==> src/freeze_cfg.svh <==
// timing and level constants for the freeze entry/exit control pair
// assumes a 250 MHz core clock on both ends
`ifndef FREEZE_CFG_SVH
`define FREEZE_CFG_SVH

`define CLK_PERIOD_NS       4
`define OUT_LAG_NS          200
`define OUT_LAG_CYC         (`OUT_LAG_NS / `CLK_PERIOD_NS)
`define OUT_LAG_W           6
`define IO_W                8
`define FROZEN_LEVEL        1'b1
`define SETTLE_CYC          4
`define SETTLE_W            3

`endif

==> src/freeze_pkg.sv <==
// types shared by the device end and the management end
// assumes freeze_cfg.svh is on the include path
`default_nettype none

package freeze_pkg;
  typedef enum logic [1:0] {
    DEV_ACTIVE,
    DEV_FROZEN,
    DEV_EXIT
  } dev_state_type;

  typedef enum logic [2:0] {
    MGT_RUN,
    MGT_HOUSEKEEP,
    MGT_GATE,
    MGT_ALLOW,
    MGT_WAIT_OUT,
    MGT_UNGATE
  } mgt_state_type;
endpackage : freeze_pkg

`default_nettype wire

==> src/freeze_if.sv <==
// link between the device freeze block and user freeze management logic
// assumes both ends share core_clk_i
`default_nettype none
`include "freeze_cfg.svh"

interface freeze_if;
  logic              freeze_pin_allow;
  logic              freeze_pin;
  logic              frozen;
  logic              inputs_en;
  logic              outputs_en;
  logic              self_rst_pin;
  logic [`IO_W-1:0]  user_out;

  modport device (
    input  freeze_pin_allow,
    input  freeze_pin,
    input  user_out,
    output frozen,
    output inputs_en,
    output outputs_en,
    output self_rst_pin
  );

  modport mgmt (
    output freeze_pin_allow,
    output user_out,
    input  frozen,
    input  inputs_en,
    input  outputs_en,
    input  self_rst_pin
  );
endinterface : freeze_if

`default_nettype wire

==> src/low_static_access_macro.sv <==
// How it works
// - frozen I/Os and globals read high
// - allow low blocks the freeze pin
// - freeze request is allow AND pin
// - user keeps allow high through freeze
// - inputs enable first, outputs 200 ns later
// - test state machine holds while frozen
// - self-reset pin falls on freeze exit
// - user wires active-high pulled-up self reset
// - user prefers active-low top-level reset
// - drivers release inputs only once frozen
// - async in-to-out paths latched before entry
// - test clock held static while frozen
// - registers and memory kept across freeze
// - system clocks gated cleanly around freeze
//
// device end of the freeze link: entry, exit stagger and pin levels
// assumes freeze pin and allow are synchronous to core_clk_i
`default_nettype none
`include "freeze_cfg.svh"

module low_static_access_macro
  import freeze_pkg::*;
(
  input  wire logic              core_clk_i,
  input  wire logic              sys_rst_i,
  freeze_if.device               link,
  input  wire logic [`IO_W-1:0]  pad_in_i,
  input  wire logic              tck_i,
  input  wire logic              tms_i,
  output logic      [`IO_W-1:0]  pad_out_o,
  output logic      [`IO_W-1:0]  core_in_o,
  output logic                   global_o,
  output logic      [3:0]        tap_state_o
);

  dev_state_type          state_ff;
  logic [`OUT_LAG_W-1:0]  lag_ff;
  logic                   frozen_ff;
  logic                   in_en_ff;
  logic                   out_en_ff;
  logic                   self_rst_ff;
  logic                   tck_q_ff;
  logic                   freeze_req;
  logic [3:0]             nxt_tap;
  logic                   tck_rise;

  assign freeze_req = link.freeze_pin_allow & link.freeze_pin;

  // ----------------------------------------------------------------
  // entry / exit sequencing
  // ----------------------------------------------------------------
  // exit waits the full output lag, the worst case the user must cover
  always_ff @(posedge core_clk_i) begin
    if (sys_rst_i) begin
      state_ff <= DEV_ACTIVE;
      lag_ff   <= '0;
    end else begin
      case (state_ff)
        DEV_ACTIVE: begin
          if (freeze_req) begin
            state_ff <= DEV_FROZEN;
          end
        end
        DEV_FROZEN: begin
          if (!freeze_req) begin
            state_ff <= DEV_EXIT;
            lag_ff   <= '0;
          end
        end
        DEV_EXIT: begin
          // a new request waits here; exit always runs to its end
          if (lag_ff == `OUT_LAG_W'(`OUT_LAG_CYC - 1)) begin
            state_ff <= DEV_ACTIVE;
          end else begin
            lag_ff <= lag_ff + 1'b1;
          end
        end
        default: begin
          state_ff <= DEV_ACTIVE;
        end
      endcase
    end
  end

  // enables trail the state by one edge so the link only carries flops
  always_ff @(posedge core_clk_i) begin
    if (sys_rst_i) begin
      frozen_ff <= 1'b0;
      in_en_ff  <= 1'b1;
      out_en_ff <= 1'b1;
    end else begin
      frozen_ff <= (state_ff == DEV_FROZEN);
      in_en_ff  <= (state_ff != DEV_FROZEN);
      out_en_ff <= (state_ff == DEV_ACTIVE);
    end
  end

  // ----------------------------------------------------------------
  // pad levels
  // ----------------------------------------------------------------
  // frozen pads and globals read high; core input regs keep last value
  always_ff @(posedge core_clk_i) begin
    if (sys_rst_i) begin
      pad_out_o <= {`IO_W{`FROZEN_LEVEL}};
      global_o  <= `FROZEN_LEVEL;
    end else if (!out_en_ff) begin
      pad_out_o <= {`IO_W{`FROZEN_LEVEL}};
      global_o  <= `FROZEN_LEVEL;
    end else begin
      pad_out_o <= link.user_out;
      global_o  <= 1'b0;
    end
  end

  // pads are sampled only while enabled; a frozen pad never reaches core
  always_ff @(posedge core_clk_i) begin
    if (sys_rst_i) begin
      core_in_o <= '0;
    end else if (in_en_ff) begin
      core_in_o <= pad_in_i;
    end // else held
  end

  // self-reset pin: pulled up while frozen, driven low when active
  // it falls one edge after inputs return, long before outputs do
  always_ff @(posedge core_clk_i) begin
    if (sys_rst_i) begin
      self_rst_ff <= 1'b0;
    end else begin
      self_rst_ff <= !in_en_ff;
    end
  end

  // ----------------------------------------------------------------
  // test state machine: powered but frozen in place
  // ----------------------------------------------------------------
  // state codes are a local choice; the walk between them is standard
  localparam logic [3:0] TAP_RESET    = 4'hF;
  localparam logic [3:0] TAP_IDLE     = 4'hC;
  localparam logic [3:0] TAP_SEL_DR   = 4'h7;
  localparam logic [3:0] TAP_CAP_DR   = 4'h6;
  localparam logic [3:0] TAP_SHIFT_DR = 4'h2;
  localparam logic [3:0] TAP_EXIT1_DR = 4'h1;
  localparam logic [3:0] TAP_PAUSE_DR = 4'h3;
  localparam logic [3:0] TAP_EXIT2_DR = 4'h0;
  localparam logic [3:0] TAP_UPD_DR   = 4'h5;
  localparam logic [3:0] TAP_SEL_IR   = 4'h4;
  localparam logic [3:0] TAP_CAP_IR   = 4'hE;
  localparam logic [3:0] TAP_SHIFT_IR = 4'hA;
  localparam logic [3:0] TAP_EXIT1_IR = 4'h9;
  localparam logic [3:0] TAP_PAUSE_IR = 4'hB;
  localparam logic [3:0] TAP_EXIT2_IR = 4'h8;
  localparam logic [3:0] TAP_UPD_IR   = 4'hD;

  // tck sampled as a level; only its rising edge advances the state
  assign tck_rise = tck_i && !tck_q_ff;

  // next state from tms alone; the flop below decides whether to take it
  always_comb begin
    nxt_tap = tap_state_o;
    case (tap_state_o)
      TAP_RESET:    nxt_tap = tms_i ? TAP_RESET    : TAP_IDLE;
      TAP_IDLE:     nxt_tap = tms_i ? TAP_SEL_DR   : TAP_IDLE;
      TAP_SEL_DR:   nxt_tap = tms_i ? TAP_SEL_IR   : TAP_CAP_DR;
      TAP_CAP_DR:   nxt_tap = tms_i ? TAP_EXIT1_DR : TAP_SHIFT_DR;
      TAP_SHIFT_DR: nxt_tap = tms_i ? TAP_EXIT1_DR : TAP_SHIFT_DR;
      TAP_EXIT1_DR: nxt_tap = tms_i ? TAP_UPD_DR   : TAP_PAUSE_DR;
      TAP_PAUSE_DR: nxt_tap = tms_i ? TAP_EXIT2_DR : TAP_PAUSE_DR;
      TAP_EXIT2_DR: nxt_tap = tms_i ? TAP_UPD_DR   : TAP_SHIFT_DR;
      TAP_UPD_DR:   nxt_tap = tms_i ? TAP_SEL_DR   : TAP_IDLE;
      TAP_SEL_IR:   nxt_tap = tms_i ? TAP_RESET    : TAP_CAP_IR;
      TAP_CAP_IR:   nxt_tap = tms_i ? TAP_EXIT1_IR : TAP_SHIFT_IR;
      TAP_SHIFT_IR: nxt_tap = tms_i ? TAP_EXIT1_IR : TAP_SHIFT_IR;
      TAP_EXIT1_IR: nxt_tap = tms_i ? TAP_UPD_IR   : TAP_PAUSE_IR;
      TAP_PAUSE_IR: nxt_tap = tms_i ? TAP_EXIT2_IR : TAP_PAUSE_IR;
      TAP_EXIT2_IR: nxt_tap = tms_i ? TAP_UPD_IR   : TAP_SHIFT_IR;
      TAP_UPD_IR:   nxt_tap = tms_i ? TAP_SEL_DR   : TAP_IDLE;
      default:      nxt_tap = TAP_RESET;
    endcase
  end

  // a stray tck edge while frozen is dropped, so the tap never moves
  always_ff @(posedge core_clk_i) begin
    if (sys_rst_i) begin
      tck_q_ff    <= 1'b0;
      tap_state_o <= TAP_RESET;
    end else begin
      tck_q_ff <= tck_i;
      if (tck_rise && !frozen_ff) begin
        tap_state_o <= nxt_tap;
      end
    end
  end

  // ----------------------------------------------------------------
  // link outputs
  // ----------------------------------------------------------------
  // every link signal is a flop, so the far end never sees a glitch
  assign link.frozen       = frozen_ff;
  assign link.inputs_en    = in_en_ff;
  assign link.outputs_en   = out_en_ff;
  assign link.self_rst_pin = self_rst_ff;

endmodule : low_static_access_macro

`default_nettype wire

==> src/flat_wrapper.sv <==
// flat-port wrapper written by rule: the top's interface ports become plain ports
module low_static_access_macro_flat import freeze_pkg::*;
  (core_clk_i, sys_rst_i, pad_in_i, tck_i, tms_i, pad_out_o, core_in_o, global_o, tap_state_o, link_freeze_pin_allow, link_freeze_pin, link_user_out, link_frozen, link_inputs_en, link_outputs_en, link_self_rst_pin);
  freeze_if link_i ();
  input  wire logic core_clk_i;
  input  wire logic sys_rst_i;
  input  wire logic [`IO_W-1:0] pad_in_i;
  input  wire logic tck_i;
  input  wire logic tms_i;
  output logic      [`IO_W-1:0] pad_out_o;
  output logic      [`IO_W-1:0] core_in_o;
  output logic global_o;
  output logic      [3:0] tap_state_o;
  input wire logic [$bits(link_i.freeze_pin_allow)-1:0] link_freeze_pin_allow;
  input wire logic [$bits(link_i.freeze_pin)-1:0] link_freeze_pin;
  input wire logic [$bits(link_i.user_out)-1:0] link_user_out;
  output wire logic [$bits(link_i.frozen)-1:0] link_frozen;
  output wire logic [$bits(link_i.inputs_en)-1:0] link_inputs_en;
  output wire logic [$bits(link_i.outputs_en)-1:0] link_outputs_en;
  output wire logic [$bits(link_i.self_rst_pin)-1:0] link_self_rst_pin;
  assign link_i.freeze_pin_allow = link_freeze_pin_allow;
  assign link_i.freeze_pin = link_freeze_pin;
  assign link_i.user_out = link_user_out;
  assign link_frozen = link_i.frozen;
  assign link_inputs_en = link_i.inputs_en;
  assign link_outputs_en = link_i.outputs_en;
  assign link_self_rst_pin = link_i.self_rst_pin;
  low_static_access_macro u_core (.core_clk_i(core_clk_i), .sys_rst_i(sys_rst_i), .link(link_i), .pad_in_i(pad_in_i), .tck_i(tck_i), .tms_i(tms_i), .pad_out_o(pad_out_o), .core_in_o(core_in_o), .global_o(global_o), .tap_state_o(tap_state_o));
endmodule
==> config.mk <==
export PLATFORM = sky130hd
export DESIGN_NAME = low_static_access_macro_flat
export DESIGN_NICKNAME = d
export VERILOG_FILES = /design/src/freeze_pkg.sv /design/src/freeze_if.sv /design/src/low_static_access_macro.sv /design/src/flat_wrapper.sv
export VERILOG_INCLUDE_DIRS = /design/src
export SDC_FILE = /design/constraint.sdc
export NUM_CORES = 1
export LEC_CHECK = 0
export BUFFER_PORTS_ARGS = -buffer_cell sky130_fd_sc_hd__clkbuf_2
export CORE_MARGIN = 1
export CORE_UTILIZATION = 52
export DETAILED_ROUTE_END_ITERATION = 8
export PLACE_DENSITY = 0.82
export SYNTH_ARGS = -nofsm -noshare
export SYNTH_HDL_FRONTEND = slang
export SYNTH_SLANG_ARGS = --single-unit
==> constraint.sdc <==
create_clock -name core_clk_i -period 3.8 [get_ports core_clk_i]
set_input_delay 0.76 -clock core_clk_i [delete_from_list [all_inputs] [get_ports core_clk_i]]
set_output_delay 0.76 -clock core_clk_i [all_outputs]
set_load 0.02 [all_outputs]
==> impl_metrics.toml <==
[run_status]
status = "completed"

[synthesis]
synth.distinct_cells = 34
synth_seq_area_share = 0.495
yosys_warnings = 0
synth_ff_type = "dfxtp_1"
synth_edf_count = 0
synth_area_per_cell_sq_um = 9.54
synthArstFlopShare = 0
synth-seq-cells = 34
postSynthCellCount = 144
synth_area_sq_um = 1370
syn_nets = 171

[floorplanning]
fp.dieH_um = 53.4
core_sq_um = 2480
die_w_um = 53.4
initial_core_util = 0.555
row_count = 18
die-area_sq_um = 2850
io-pin-count = 47

[detailed_routing]
antenna_left = 0
num_vias = 1179
wl_per_cell_um = 12.0
finalWirelength_um = 2700
drt-initial-drc-count = 27
viasPerCell = 5.26
dr.pass1.iters = 4
drc = 0

[sta]
rsz0062_at_grt = "false"
setup_viol = 0
setup_tns_ps = 0
slew_violations = 0
tightestPinTransition_ps = 602
timing_hold_violations_final = 0
worst_slack_ps = 1800
slew_headroom = 0.598
post-route-period-util = 0.526
hold-worst-slack_ps = 503
fmax_ghz = 0.500
fin_crit_ps = 2000
fin_skew_ps = 6.80

[layout]
nNetsFinal = 220
final_layout_size_suffix_gt1_frac = 0.314
fin_area_sq_um = 1690
syn_to_final_growth_pct = 22.8
diodes = 0
final_util = 0.681
fillers = 202

[clock_network]
h-tree-depth = 2
cts.sinks = 34
cts_tree = "yes"
cts_buffers = 5
path_clk_slew_ps = 100
clkLatencyLatePin_ps = 340
cts_setup_buffers = 0
clk_path_buf_depth = 2
cts_resized = 0
root_buffer = "clkbuf_4"
hold_buffers = 0

[global_routing]
grt.total_usage = 0.221
grt.met3_usage = 0.0603
grt_pass1_vias = 1066
grt_max_degree = 29
grt_pass1_wl_um = 4400
grt.met2_usage = 0.381
antenna_found_initial = 0
globalRouteOverflowTotal = 0
grtUsageMet1 = 0.242
busiest_layer = "met2"

[placed_design]
portBuffers = 46
pre_cts_ws_ps = 1830
gp_congestion = 0.922
dp.final_hpwl_um = 2020
dpl_cell_area_sq_um = 1630

[worst_setup_path]
crit_start = "u_core.link.inputs_en"
path_buf_inv = 1
crit_arrival_ps = 1240
crit_slowest_cell = "dfxtp_1"
critPathRequiredTime_ps = 3040
max_stage_delay_ps = 640
crit_chain = "clkbuf_2"
path_class = "reg2out"
cp_top_family = "flip-flops"
crit_path_start_kind = "register"
regToRegStartpoint = "u_core.state_ff[1]"
critPathCaptureType = "output pin"
cp_max_fo = 10

[pwr]
ir_drop_uv = 257
cellPowerDensity_nw_per_um2 = 417
p_leak_nw = 0.797

[min_path]
worst_hold_startpoint = "u_core.core_in_o[0]"
min_path_type = "reg2reg"

[run]
cap_viol_max_count = 0
==> report_power, final <==
| group | total [mW] | internal (mW) | switching (mW) |
|---|---|---|---|
| logic | 0.105 | 0.0444 | 0.0610 |
| registers | 0.391 | 0.376 | 0.0155 |
| clock network | 0.206 | 0.0896 | 0.116 |
==> metrics by stage <==
| step | cells | total power, mW |
|---|---|---|
| 2_1_floorplan | 144 | 0.466 |
| 3_5_place_dp | 216 | 0.506 |
| 3_3_place_gp | 216 | 0.501 |
| 5_1_grt | 224 | 0.735 |
| 6_report | 224 | 0.703 |
| 4_1_cts | 224 | 0.709 |
==> synth_stat cells (2+ instances only) <==
cell	n	area (sq um)
dfxtp_1	34	681
nor2_1	13	48.8
a21oi_1	12	60.1
nand2b_1	10	62.6
mux2i_1	8	80.1
nand3_1	8	40.0
o21ai_0	8	40.0
ha_1	5	62.6
inv_1	5	18.8
nor2b_1	5	31.3
clkbuf_1	4	15.0
nand2_1	4	15.0
or2_2	4	25.0
a31oi_1	2	12.5
and2_1	2	12.5
or3_1	2	12.5
==> cell families after synthesis <==
logic type / synth area share
adders and majority gates: 0.0455
AOI/OAI and AO/OA: 0.141
muxes: 0.0583
and+or+nand+nor: 0.235
buffers and inverters: 0.0246
DFF: 0.495
==> layout by cell type (no fill, tap or decap), types with 2 or more instances in the layout <==
cell type  synthesis  final
clkbuf_2           0     46
dfxtp_1           34     34
nor2_1            13     13
a21oi_1           12     12
nand2b_1          10     10
nand3_1            8      8
mux2i_1            8      8
o21ai_0            8      8
inv_1              5      5
nor2b_1            5      5
ha_1               5      5
clkbuf_4           0      5
nand2_1            4      4
or2_2              4      4
a31oi_1            2      2
and2_1             2      2
or3_1              2      2
==> path summary, 6_finish.rpt <==
path	to	slack (ps)	cells after the start
worst min register to register	u_core.core_in_o[0]	500	2
worst max register to register	u_core.lag_ff[3]	2080	6
worst max-delay path	link_inputs_en	1800	1
worst min-delay path	u_core.core_in_o[0]	500	2
==> state kept, by name, summed over array words and instances, names as in the netlist <==
| signal | count |
|---|---|
| u_core.lag_ff | 6 |
| u_core.tap_state_o | 4 |
| u_core.tck_q_ff | 1 |
| u_core.state_ff | 2 |
| u_core.core_in_o | 8 |
| u_core.pad_out_o | 8 |
| u_core.link.inputs_en | 1 |
| u_core.global_o | 1 |
| u_core.link.outputs_en | 1 |
| u_core.link.self_rst_pin | 1 |
| u_core.link.frozen | 1 |
==> worst register-to-register path, cell delays in order (launching register included) <==
cell	delay (ps)
dfxtp_1	390
inv_1	90
ha_1	230
nand3_1	150
nand3_1	170
or3_2	480
a21oi_1	140
==> layout make-up <==
type	count	area [sq um]	area share
inverters	5	18.8	0.0111
clock buffers	7	55.1	0.0326
multi-input cells	101	659	0.391
flip-flops and latches	34	681	0.404
repair buffers	46	230	0.136
well taps	30	37.5	0.0223
clock inverters	1	5.00	0.00297
==> layer usage <==
layer / wire (um) / vias up
met5: 0 / -
met4: 46 / 0
met3: 150 / 6
met2: 1320 / 37
met1: 1180 / 537
li1: - / 599
Note: power is estimated with default switching activity, not from simulation.
